<file path="src/bcps_pkg.sv">
// Package: constants and carriers for the bus clock phase sampler
// Contract
// - Present 32-bit address, move 32-bit data
// - Drive start, type, space, size controls
// - Processor clock is twice bus clock; here i_mclk runs at four times the bus clock, one phase state per i_mclk cycle
// - Bus timing ignores processor clock edges
// - All bus events reference bus rising edge
// - Four phase states per bus clock
// - Most outputs change in fourth phase
// - Three strobes float in first phase
// - Synchronous inputs sampled on bus rise
// - Interrupt level, reset in get synchronised
package bcps_pkg;
  localparam int unsigned MCLK_MHZ = 100;
  localparam int unsigned PHASE_COUNT = 4;
  localparam logic [1:0] PHASE_FIRST = 2'h0;
  localparam logic [1:0] PHASE_FOURTH = 2'h3;
  localparam int unsigned SYNC_STAGES = 2;
  localparam int unsigned IPL_W = 3;
  localparam logic [IPL_W-1:0] IPL_RST = 3'h7;
  localparam logic [31:0] ADDR_RST = 32'h0000_0000;
  localparam logic [1:0] SIZE_LONG = 2'h0;

  typedef enum logic [1:0] {
    BCPS_P1 = 2'b00,
    BCPS_P2 = 2'b01,
    BCPS_P3 = 2'b10,
    BCPS_P4 = 2'b11
  } bcps_phase_t;

  // One bus request from the core
  typedef struct packed {
    logic [31:0] addr;
    logic [31:0] wdata;
    logic write;
    logic [1:0] size;
    logic [1:0] ttype;
    logic [2:0] space;
  } bcps_req_t;

  // Synchronous bus inputs
  typedef struct packed {
    logic [31:0] rdata;
    logic ack_n;
    logic err_n;
  } bcps_bin_t;
endpackage

</file>
<file path="src/bcps_sync.sv">
// Two-stage synchroniser for asynchronous inputs
`timescale 1ns/10ps
`default_nettype none
module bcps_sync #(
  parameter int unsigned W = 1,
  parameter logic [W-1:0] RST = '0
) (
  input wire logic i_mclk,
  input wire logic i_reset_n,
  input wire logic i_en,
  input wire logic [W-1:0] i_async,
  output logic [W-1:0] o_sync
);
  logic [W-1:0] meta_q;
  logic [W-1:0] sync_q;

  // Both stages advance only on bus clock rises
  always_ff @(posedge i_mclk or negedge i_reset_n) begin
    if (!i_reset_n) begin
      meta_q <= RST;
      sync_q <= RST;
    end else if (i_en) begin
      meta_q <= i_async;
      sync_q <= meta_q;
    end
  end
  assign o_sync = sync_q;
endmodule
`default_nettype wire

</file>
<file path="src/bcps_top.sv">
// Bus clock phase sampler: phase states, bus drive and input sampling
`timescale 1ns/10ps
`default_nettype none
module bcps_top (
  input wire logic i_mclk,
  input wire logic i_reset_n,
  input wire logic i_bclk,
  input wire bcps_pkg::bcps_req_t i_req,
  input wire logic i_req_valid,
  input wire bcps_pkg::bcps_bin_t i_bus_in,
  input wire logic [2:0] i_interrupt_level_n,
  input wire logic i_reset_in_n,
  input wire logic i_ack_drive,
  output logic o_req_ready,
  output logic o_done,
  output logic o_error,
  output logic [31:0] o_rdata,
  output logic [31:0] o_addr,
  output logic [31:0] o_data,
  output logic o_data_oe_n,
  output logic o_start_n,
  output logic o_write,
  output logic [1:0] o_size,
  output logic [1:0] o_ttype,
  output logic [2:0] o_space,
  output logic o_addr_oe_n,
  output logic o_transfer_in_progress_n,
  output logic o_transfer_in_progress_oe_n,
  output logic o_transfer_ack_n,
  output logic o_transfer_ack_oe_n,
  output logic o_bus_busy_n,
  output logic o_bus_busy_oe_n,
  output logic [2:0] o_interrupt_level_n,
  output logic o_reset_in_n,
  output bcps_pkg::bcps_phase_t o_phase
);
  // i_mclk stands in for the processor clock; bus clock is a pin input
  logic bclk_m_q, bclk_s_q, bclk_p_q;
  logic brise;
  bcps_pkg::bcps_phase_t phase_q, phase_d;
  logic enter_p4, enter_p1;

  // Bus clock pin passes two flops before use
  always_ff @(posedge i_mclk or negedge i_reset_n) begin
    if (!i_reset_n) begin
      bclk_m_q <= 1'b0;
      bclk_s_q <= 1'b0;
      bclk_p_q <= 1'b0;
    end else begin
      bclk_m_q <= i_bclk;
      bclk_s_q <= bclk_m_q;
      bclk_p_q <= bclk_s_q;
    end
  end
  assign brise = bclk_s_q & ~bclk_p_q;

  // Phase counter locked to the bus rising edge, two core cycles per half
  always_comb begin
    if (brise) begin
      phase_d = bcps_pkg::BCPS_P1;
    end else begin
      case (phase_q)
        bcps_pkg::BCPS_P1: phase_d = bcps_pkg::BCPS_P2;
        bcps_pkg::BCPS_P2: phase_d = bcps_pkg::BCPS_P3;
        bcps_pkg::BCPS_P3: phase_d = bcps_pkg::BCPS_P4;
        bcps_pkg::BCPS_P4: phase_d = bcps_pkg::BCPS_P4;
        default: phase_d = bcps_pkg::BCPS_P1;
      endcase
    end
  end
  always_ff @(posedge i_mclk or negedge i_reset_n) begin
    if (!i_reset_n) begin
      phase_q <= bcps_pkg::BCPS_P1;
    end else begin
      phase_q <= phase_d;
    end
  end
  assign o_phase = phase_q;
  assign enter_p4 = (phase_d == bcps_pkg::BCPS_P4) && (phase_q != bcps_pkg::BCPS_P4);
  assign enter_p1 = brise;

  // Core cycles since the last bus rise; a drifting bus clock trips the ratio check
  logic [2:0] per_cnt_q;
  logic per_seen_q;
  always_ff @(posedge i_mclk or negedge i_reset_n) begin
    if (!i_reset_n) begin
      per_cnt_q <= 3'h0;
      per_seen_q <= 1'h0;
    end else if (brise) begin
      per_cnt_q <= 3'h1;
      per_seen_q <= 1'h1;
    end else if (per_cnt_q != 3'h7) begin
      per_cnt_q <= per_cnt_q + 3'h1;
    end
  end
  a_clock_ratio: assert property (@(posedge i_mclk) disable iff (!i_reset_n)
    (brise && per_seen_q) |-> (per_cnt_q == 3'(bcps_pkg::PHASE_COUNT)))
    else $error("bus period is not four phase states");

  // Asynchronous inputs: sampled and synchronised on bus rises only
  bcps_sync #(.W(bcps_pkg::IPL_W), .RST(bcps_pkg::IPL_RST)) u_ipl_sync (
    .i_mclk(i_mclk),
    .i_reset_n(i_reset_n),
    .i_en(brise),
    .i_async(i_interrupt_level_n),
    .o_sync(o_interrupt_level_n)
  );
  bcps_sync #(.W(1), .RST(1'b0)) u_rst_sync (
    .i_mclk(i_mclk),
    .i_reset_n(i_reset_n),
    .i_en(brise),
    .i_async(i_reset_in_n),
    .o_sync(o_reset_in_n)
  );

  // Synchronised level copy moves only on a bus rise
  a_ipl_sync: assert property (@(posedge i_mclk) disable iff (!i_reset_n)
    $changed(o_interrupt_level_n) |-> $past(brise)) else $error("level copy changed off bus rise");

  // Synchronous bus inputs: two flops for the pin crossing, then bus-rise capture
  bcps_pkg::bcps_bin_t bin_m_q, bin_s_q, bin_q;
  always_ff @(posedge i_mclk or negedge i_reset_n) begin
    if (!i_reset_n) begin
      bin_m_q <= '1;
      bin_s_q <= '1;
      bin_q <= '1;
    end else begin
      bin_m_q <= i_bus_in;
      bin_s_q <= bin_m_q;
      if (brise) begin
        bin_q <= bin_s_q;
      end
    end
  end

  // Cycle sequencer: idle, start, wait for termination, finish
  typedef enum logic [1:0] {
    BCPS_IDLE = 2'b00,
    BCPS_START = 2'b01,
    BCPS_WAIT = 2'b10,
    BCPS_END = 2'b11
  } bcps_state_t;
  bcps_state_t st_q;
  bcps_pkg::bcps_req_t req_q;
  logic term_seen;
  assign term_seen = brise && (st_q == BCPS_WAIT) && (!bin_s_q.ack_n || !bin_s_q.err_n);

  // State changes only on bus rises, never on bare core edges
  always_ff @(posedge i_mclk or negedge i_reset_n) begin
    if (!i_reset_n) begin
      st_q <= BCPS_IDLE;
    end else if (brise) begin
      case (st_q)
        BCPS_IDLE: if (i_req_valid) st_q <= BCPS_START;
        BCPS_START: st_q <= BCPS_WAIT;
        BCPS_WAIT: if (term_seen) st_q <= BCPS_END;
        BCPS_END: st_q <= BCPS_IDLE;
        default: st_q <= BCPS_IDLE;
      endcase
    end
  end

  // Request captured at bus rise when idle
  always_ff @(posedge i_mclk or negedge i_reset_n) begin
    if (!i_reset_n) begin
      req_q <= '0;
    end else if (brise && st_q == BCPS_IDLE && i_req_valid) begin
      req_q <= i_req;
    end
  end

  always_ff @(posedge i_mclk or negedge i_reset_n) begin
    if (!i_reset_n) begin
      o_req_ready <= 1'b0;
    end else begin
      o_req_ready <= (st_q == BCPS_IDLE) && !(brise && i_req_valid);
    end
  end
  // No second request is invited while a cycle runs
  a_ready_idle: assert property (@(posedge i_mclk) disable iff (!i_reset_n)
    o_req_ready |-> ($past(st_q) == BCPS_IDLE)) else $error("ready shown while busy");

  // Completion pulse and read data
  always_ff @(posedge i_mclk or negedge i_reset_n) begin
    if (!i_reset_n) begin
      o_done <= 1'b0;
      o_error <= 1'b0;
      o_rdata <= 32'h0000_0000;
    end else begin
      o_done <= term_seen;
      o_error <= term_seen && !bin_s_q.err_n;
      if (term_seen && !req_q.write) begin
        o_rdata <= bin_s_q.rdata;
      end
    end
  end
  // Completion is a single pulse, error rides on it
  a_done_pulse: assert property (@(posedge i_mclk) disable iff (!i_reset_n)
    o_done |=> !o_done) else $error("done longer than one cycle");
  a_error_done: assert property (@(posedge i_mclk) disable iff (!i_reset_n)
    o_error |-> o_done) else $error("error without done");
  a_rdata_term: assert property (@(posedge i_mclk) disable iff (!i_reset_n)
    $changed(o_rdata) |-> $past(term_seen)) else $error("read data moved without termination");

  // Address, data and controls change only on entering the fourth phase
  always_ff @(posedge i_mclk or negedge i_reset_n) begin
    if (!i_reset_n) begin
      o_addr <= bcps_pkg::ADDR_RST;
      o_data <= 32'h0000_0000;
      o_data_oe_n <= 1'b1;
      o_addr_oe_n <= 1'b1;
      o_start_n <= 1'b1;
      o_write <= 1'b0;
      o_size <= bcps_pkg::SIZE_LONG;
      o_ttype <= 2'h0;
      o_space <= 3'h0;
    end else if (enter_p4) begin
      o_start_n <= !(st_q == BCPS_START);
      o_addr_oe_n <= (st_q == BCPS_IDLE);
      o_data_oe_n <= !((st_q == BCPS_START || st_q == BCPS_WAIT) && req_q.write);
      if (st_q == BCPS_START) begin
        o_addr <= req_q.addr;
        o_data <= req_q.wdata;
        o_write <= req_q.write;
        o_size <= req_q.size;
        o_ttype <= req_q.ttype;
        o_space <= req_q.space;
      end
    end
  end
  // Data, enables and controls only move in the fourth phase
  a_data_fourth: assert property (@(posedge i_mclk) disable iff (!i_reset_n)
    $changed(o_data) |-> (phase_q == bcps_pkg::BCPS_P4)) else $error("data moved outside fourth phase");
  a_oe_fourth: assert property (@(posedge i_mclk) disable iff (!i_reset_n)
    $changed({o_addr_oe_n, o_data_oe_n}) |-> (phase_q == bcps_pkg::BCPS_P4))
    else $error("enable moved outside fourth phase");
  a_ctl_fourth: assert property (@(posedge i_mclk) disable iff (!i_reset_n)
    $changed({o_write, o_size, o_ttype, o_space}) |-> (phase_q == bcps_pkg::BCPS_P4))
    else $error("controls moved outside fourth phase");

  // Strobes: level in fourth phase, release to float at first phase
  logic xfer_busy;
  assign xfer_busy = (st_q == BCPS_START) || (st_q == BCPS_WAIT);
  always_ff @(posedge i_mclk or negedge i_reset_n) begin
    if (!i_reset_n) begin
      o_transfer_in_progress_n <= 1'b1;
      o_transfer_in_progress_oe_n <= 1'b1;
      o_bus_busy_n <= 1'b1;
      o_bus_busy_oe_n <= 1'b1;
      o_transfer_ack_n <= 1'b1;
      o_transfer_ack_oe_n <= 1'b1;
    end else if (enter_p4) begin
      o_transfer_in_progress_n <= !xfer_busy;
      o_bus_busy_n <= !xfer_busy;
      o_transfer_ack_n <= !(i_ack_drive && xfer_busy);
      if (xfer_busy) begin
        o_transfer_in_progress_oe_n <= 1'b0;
        o_bus_busy_oe_n <= 1'b0;
      end
      if (i_ack_drive) begin
        o_transfer_ack_oe_n <= 1'b0;
      end
    end else if (enter_p1) begin
      // Negate first, float a phase later so the line is not left low
      if (o_transfer_in_progress_n) o_transfer_in_progress_oe_n <= 1'b1;
      if (o_bus_busy_n) o_bus_busy_oe_n <= 1'b1;
      if (o_transfer_ack_n) o_transfer_ack_oe_n <= 1'b1;
    end
  end

  // Strobe checks: level in fourth phase, drive in fourth, float in first
  a_ta_float: assert property (@(posedge i_mclk) disable iff (!i_reset_n)
    $rose(o_transfer_ack_oe_n) |-> (phase_q == bcps_pkg::BCPS_P1)) else $error("ack floated outside first phase");
  a_ta_level: assert property (@(posedge i_mclk) disable iff (!i_reset_n)
    $changed(o_transfer_ack_n) |-> (phase_q == bcps_pkg::BCPS_P4)) else $error("ack level outside fourth phase");
  a_bb_float: assert property (@(posedge i_mclk) disable iff (!i_reset_n)
    $rose(o_bus_busy_oe_n) |-> (phase_q == bcps_pkg::BCPS_P1)) else $error("busy floated outside first phase");
  a_bb_level: assert property (@(posedge i_mclk) disable iff (!i_reset_n)
    $changed(o_bus_busy_n) |-> (phase_q == bcps_pkg::BCPS_P4)) else $error("busy level outside fourth phase");
  a_tip_drive: assert property (@(posedge i_mclk) disable iff (!i_reset_n)
    $fell(o_transfer_in_progress_oe_n) |-> (phase_q == bcps_pkg::BCPS_P4))
    else $error("tip driven outside fourth phase");
  a_bb_drive: assert property (@(posedge i_mclk) disable iff (!i_reset_n)
    $fell(o_bus_busy_oe_n) |-> (phase_q == bcps_pkg::BCPS_P4)) else $error("busy driven outside fourth phase");

  // Checks
  a_phase_reset: assert property (@(posedge i_mclk) disable iff (!i_reset_n)
    brise |=> (phase_q == bcps_pkg::BCPS_P1)) else $error("phase not first after bus rise");
  a_phase_step: assert property (@(posedge i_mclk) disable iff (!i_reset_n)
    (!brise && phase_q == bcps_pkg::BCPS_P1) |=> (phase_q == bcps_pkg::BCPS_P2)) else $error("phase did not step");
  a_addr_fourth: assert property (@(posedge i_mclk) disable iff (!i_reset_n)
    $changed(o_addr) |-> (phase_q == bcps_pkg::BCPS_P4)) else $error("address moved outside fourth phase");
  a_start_fourth: assert property (@(posedge i_mclk) disable iff (!i_reset_n)
    $changed(o_start_n) |-> (phase_q == bcps_pkg::BCPS_P4)) else $error("start moved outside fourth phase");
  a_tip_float: assert property (@(posedge i_mclk) disable iff (!i_reset_n)
    $rose(o_transfer_in_progress_oe_n) |-> (phase_q == bcps_pkg::BCPS_P1)) else $error("tip floated outside first phase");
  a_tip_level: assert property (@(posedge i_mclk) disable iff (!i_reset_n)
    $changed(o_transfer_in_progress_n) |-> (phase_q == bcps_pkg::BCPS_P4)) else $error("tip level outside fourth phase");
  a_state_bus: assert property (@(posedge i_mclk) disable iff (!i_reset_n)
    !brise |=> $stable(st_q)) else $error("state changed without bus rise");
  a_done_term: assert property (@(posedge i_mclk) disable iff (!i_reset_n)
    o_done |-> $past(st_q) == BCPS_WAIT && $past(brise)) else $error("done without termination");
  a_sample_rise: assert property (@(posedge i_mclk) disable iff (!i_reset_n)
    $changed(bin_q) |-> $past(brise)) else $error("input sampled off bus rise");
  a_rst_sync: assert property (@(posedge i_mclk) disable iff (!i_reset_n)
    $changed(o_reset_in_n) |-> $past(brise)) else $error("reset in changed off bus rise");
endmodule
`default_nettype wire

</file>
<file path="config.mk">
export PLATFORM = sky130hd
export DESIGN_NAME = bcps_top
export DESIGN_NICKNAME = d
export VERILOG_FILES = /design/src/bcps_pkg.sv /design/src/bcps_sync.sv /design/src/bcps_top.sv
export SDC_FILE = /design/constraint.sdc
export NUM_CORES = 1
export LEC_CHECK = 0
export BUFFER_PORTS_ARGS = -buffer_cell sky130_fd_sc_hd__buf_2
export CORE_MARGIN = 1
export CORE_UTILIZATION = 44
export CTS_CLUSTER_SIZE = 8
export DETAILED_ROUTE_END_ITERATION = 6
export PLACE_DENSITY = 0.68
export RECOVER_POWER = 25
export SETUP_SLACK_MARGIN = 0.15
export SKIP_CTS_REPAIR_TIMING = 1
export SLEW_MARGIN = 20
export SYNTH_ARGS = -nofsm -noshare
export SYNTH_HDL_FRONTEND = slang
export SYNTH_SLANG_ARGS = --single-unit
</file>
<file path="constraint.sdc">
create_clock -name i_mclk -period 4.9 [get_ports i_mclk]
set_input_delay 0.49 -clock i_mclk [delete_from_list [all_inputs] [get_ports i_mclk]]
set_output_delay 0.49 -clock i_mclk [all_outputs]
set_load 0.03 [all_outputs]
</file>
* After elaboration in Yosys (flattened, before gate mapping)
Index checks and enable logic that the tools add are counted.
** Operators by class
- Eq/ne operators :: 12
- Order comparisons :: 0
- Add/sub/neg operators :: 0
- Reduce and logical (&&, ||, !) cells :: 31
- Bitwise logic cells :: 2
- Muxes and demuxes :: 13
- Shift operators :: 0
- Multiply operators :: 0
- Divide/modulo/power cells :: 0
** Operators by type and width (number)
- logical AND 1 bit :: 11
- equality test 2 bit (second input constant) :: 5
- AND reduction 3 bit :: 3
- zero test 1 bit :: 8
- two-way mux 1 bit :: 8
- inequality test 2 bit (second input constant) :: 4
- case mux 2 bit (4 select lines) :: 1
- two-way mux 2 bit :: 3
- case mux 2 bit (3 select lines) :: 1
- nonzero test 2 bit :: 3
- equality test 2 x 1 -> 1 bit (second input constant) :: 2
- zero test 2 bit :: 2
- logical OR 1 bit :: 2
- inequality test 2 x 1 -> 1 bit (second input constant) :: 1
- AND reduction 2 bit :: 1
- OR reduction 2 bit :: 1
- AND 1 bit :: 1
- inverter 1 bit :: 1
** Storage, ports and cells
- Output and inout port bits :: 122
- Memories :: 0
- Register bits after elaboration :: 269
- Bits of input ports :: 115
- Bits in read-only memories :: 0
- Memory bits (writable) :: 0
- Logic and storage cells :: 96
- Bits in latches :: 0

* Depth between registers and ports, before layout
- Word-level depth :: 8
- Depth in mapped cells :: 5
- Mapped depth without buffers :: 5

* Modules after synthesis
From an unflattened synthesis, not the netlist that was laid out.
** Unflattened totals
- Cell total of the unflattened synthesis :: 511
- Area, all modules :: 9633.0 um^2
** Modules (own cells, without submodules)
- bcps_top :: cells an instance 494, area an instance 9301.4 um^2, instances 1, sequential area each 6625.1 um^2
- bcps_sync (u_ipl_sync) :: cells an instance 13, area an instance 259.0 um^2, instances 1, sequential area each 157.7 um^2
- bcps_sync (u_rst_sync) :: cells an instance 4, area an instance 72.6 um^2, instances 1, sequential area each 50.0 um^2

* Worst setup path before layout
Ideal clock, no wire load.
- Kind :: flip-flop to flip-flop
- Start point :: register phase_q[1] (netlist: o_phase[1])
- End point :: register o_addr[22]
- Library setup time :: 0.128 ns
- Buffers on the path :: 1
- Arrival :: 1.409 ns
- Stages on the path, launching flop included :: 5
- Data required time :: 4.772 ns
- Setup slack :: 3.363 ns
- Clock period less this slack :: 1.537 ns
- Path through :: dfrtp_1 nor2b_4 nand3_4 buf_2 mux2_1
** On the way
- Cells in the longest elaborated chain, start to end :: 7
- Elaborated cells on any way between the ends :: 11
- Those cells by class :: eq/ne: 5; mux: 2; reduce/logical: 4
** Ends and longest elaborated chain
- start, declared :: line bcps_top.sv:40 : bcps_pkg::bcps_phase_t phase_q, phase_d;
- start signal, assigned :: line bcps_top.sv:73 : phase_q <= bcps_pkg::BCPS_P1;
- start signal, assigned :: line bcps_top.sv:75 : phase_q <= phase_d;
- equality test 2 bit :: line bcps_top.sv:62 : case (phase_q)
- OR reduction 2 bit (no line)
- case mux 2 bit (3 select lines) :: line bcps_top.sv:62
- two-way mux 2 bit :: line bcps_top.sv:59 : if (brise) begin
- equality test 2 bit :: line bcps_top.sv:79 : assign enter_p4 = (phase_d == bcps_pkg::BCPS_P4) && (phase_q != bcps_pkg::BCPS_P4);
- logical AND 1 bit (*) :: line bcps_top.sv:79
- AND reduction 2 bit (no line) (*)
- end signal, assigned :: line bcps_top.sv:208 : o_addr <= bcps_pkg::ADDR_RST;
- end signal, assigned :: line bcps_top.sv:222 : o_addr <= req_q.addr;
- end, declared :: line bcps_top.sv:18 : output logic [31:0] o_addr,
Mark *: on every way between the ends. The rest lies on a longest branch, timed or not.
A chain may end at the register's enable or synchronous reset.

==> flow_summary.yaml <==
synthesis:
  synthTopCellsByArea: "dfrtp_1 50%, dfstp_2 23%, mux2_2 19%, mux2_1 2.4%, nand2_1 1.0%"
  syn_avg_cell_area_um2: 17.7
  synth-main-ff-cell: "dfrtp_1"
  synth_nets: 647
  ys_ff_latch: 269
  async_reset_ff_frac: 1.00
  yosysTopAreaCellShare: 0.503
  ys_seq_area_frac: 0.730
  synth-edff-count: 0
  synth_top_area_cell: "dfrtp_1"
  ys_types: 27
  ys_warn_count: 0
  syn_inst: 529
  syn_area_um2: 9360
die:
  rows: 52
  coreArea_um2: 20600
  ios: 237
  dieArea_um2: 21800
  initial_utilization: 0.455
  die_w_um: 148
  die_h_um: 148
sta:
  worst_slew_pin_slew_ns: 2.71
  hold_viol_final: 0
  max_freq_mhz: 372
  drv_slew: 113
  min_period_ns: 2.69
  finalSetupTns_ns: 0
  finalCritPeriodShare: 0.548
  report.final.setup_viol: 0
  grt_setup_unrepaired: "no"
  setup_ws_ns: 2.21
  slew-limit-headroom: -0.808
  fin_skew_ns: 0.0144
worst_setup_path:
  worst-path-buf-inv: 2
  worstPathArrival_ns: 3.26
  slowest_delay_ns: 1.83
  start_kind: "input port"
  cp.required_ns: 5.48
  crit_type: "input port to asynchronous set/reset pin"
  critPathCaptureType: "asynchronous set/reset pin"
  path_cells: "clkbuf_2, buf_4"
  cpLargestDelayFamily: "buffers and inverters"
  critPathMaxFanout: 113
  slowest_stage: "clkbuf_2"
placed_design:
  hpwlAfterDp_um: 11900
  placement.io_buffers: 236
  post-place-ws_ns: 2.29
  gp_congestion: 0.754
grt:
  track_usage: 0.170
  antenna_found_initial: 2
  gr-total-overflow: 0
  grt_pass1_wl_um: 29800
  grt_pass1_vias: 5824
  grt_max_degree: 114
detailed_routing:
  detail-route-antenna-nets: 0
  drt-pass1-iter-count: 4
  via_per_inst: 4.86
  dr.first_iter.drc_count: 115
  routed_wl_um: 18100
  wl_per_cell_um: 16.8
  dr_total_vias: 5231
  post-route-drc-count: 0
clocking:
  cts_tree: "done"
  cts.path.max_buffers: 3
  htreeDepth: 2
  numCtsBuffers: 39
  clk_latency_ns: 0.50
  clock_sinks: 269
  clk_pin_slew_ns: 0.05
  cts_root_buf: "clkbuf_16"
power:
  switchingPower_mw: 2.76
  power_density_nw_per_um2: 694
  leakage_nw: 5.75
  power.internal_mw: 5.49
  comb_power_share: 0.297
  p_sw_frac: 0.334
  vdd_drop_max_uv: 363
  p_clk_frac: 0.286
  seqPwrFrac: 0.416
run_status:
  violations: "max-capacitance violations, max-slew violations"
  outcome: "finished, violations left"
final_layout:
  antenna_cells: 0
  drive_gt1_frac: 0.653
  area_delta_synth_final_pct: 27.1
  fin_nets: 906
job:
  drv_cap: 1
hold_path:
  hold_path.class: "input port to register"
==> routing by layer <==
| metal | track usage | routed length [µm] | vias up |
|---|---|---|---|
| li1 | - | - | 2333 |
| met1 | 0.213 | 7570 | 2658 |
| met2 | 0.271 | 8530 | 194 |
| met3 | 0.0599 | 1500 | 44 |
| met4 | 0.0660 | 489 | 2 |
| met5 | 0 | 13 | - |
==> sequential cells by signal (all words and copies together) (netlist names), 2 cells and up <==
name,flops
bin_s_q,34
req_q,72
o_addr,32
o_ttype,2
o_rdata,32
st_q,2
u_ipl_sync.o_sync,3
o_space,3
o_data,32
o_phase,2
u_ipl_sync.meta_q,3
bin_m_q,34
o_size,2
==> power groups by stage <==
stage | registers [mW] | logic (mW) | clock network [mW]
4_1_cts | 3.44 | 2.48 | 2.43
3_5_place_dp | 3.46 | 2.47 | 0
6_report | 3.44 | 2.45 | 2.36
2_1_floorplan | 4.26 | 0.844 | 0
3_3_place_gp | 3.41 | 2.41 | 0
5_1_grt | 3.54 | 2.60 | 2.54
==> path summary, 6_finish.rpt <==
path	startpoint	to	slack, ns	depth (start not counted)
min in group asynchronous	i_reset_n	o_rdata[13]	0.80	1
worst max-delay path	i_reset_n	o_rdata[31]	2.21	2
worst min register to register	bclk_m_q	bclk_s_q	0.34	0
max in group i_mclk	bclk_s_q	o_addr[27]	2.72	4
worst max register to register	bclk_s_q	o_addr[27]	2.72	4
worst min-delay path	i_bus_in[7]	bin_m_q[7]	0.09	1
==> stage by stage <==
| step | total power [mW] | cell area (µm²) | util | hold WS, ns | instances |
|---|---|---|---|---|---|
| global placement | 5.82 | 10800 | 0.523 | 0.339 | 1015 |
| global route | 8.68 | 11900 | 0.578 | 0.0610 | 1077 |
| finish | 8.25 | 11900 | 0.578 | 0.0890 | 1077 |
| CTS | 8.36 | 11900 | 0.576 | 0.0637 | 1075 |
| detailed placement | 5.94 | 10800 | 0.523 | 0.335 | 1015 |
| floorplan | 5.10 | 9360 | - | 0.194 | 529 |
==> final cells by class <==
type	count	area (µm²)
clock buffer	57	1060
inverter	4	15.0
timing repair buffer	241	1260
multi-input combinational	233	2340
sequential	269	6830
clock inverter	3	30.0
fill	1623	8670
tap	270	338
==> cell families (layout without fill, tap and decap cells) <==
logic type / after synthesis / after routing / synth area share
flip-flops: 269 / 269 / 0.730
multiplexers: 179 / 179 / 0.215
AO/OA/AOI/OAI: 13 / 13 / 0.00950
adder cells (fa/ha/maj): 3 / 3 / 0.00401
buffers and inverters: 27 / 305 / 0.0191
AND/OR/NAND/NOR: 38 / 38 / 0.0217
==> cells in the mapped netlist (2+ instances only) <==
cell type  count
nor2b_1        2
buf_6          7
buf_2         11
mux2_1        20
mux2_2       158
nand3_4        2
a22o_1         2
clkbuf_1       2
a21oi_1        5
buf_4          3
inv_1          4
dfrtp_1      188
dfstp_2       81
nand3_1        2
ha_1           3
a31oi_1        2
nor2_1         3
nand2_1       25
==> cell usage in the layout (no fill, tap or decap), types with 3 or more instances in the layout <==
master     netlist  layout
buf_2           11     234
dfrtp_1        188     188
mux2_2         158     158
dfstp_2         81      81
clkbuf_16        0      40
nand2_1         25      25
mux2_1          20      20
clkbuf_1         2      18
a21oi_1          5       5
inv_1            4       4
nor2_1           3       3
ha_1             3       3
No activity file was read; power rests on OpenSTA's default activity.
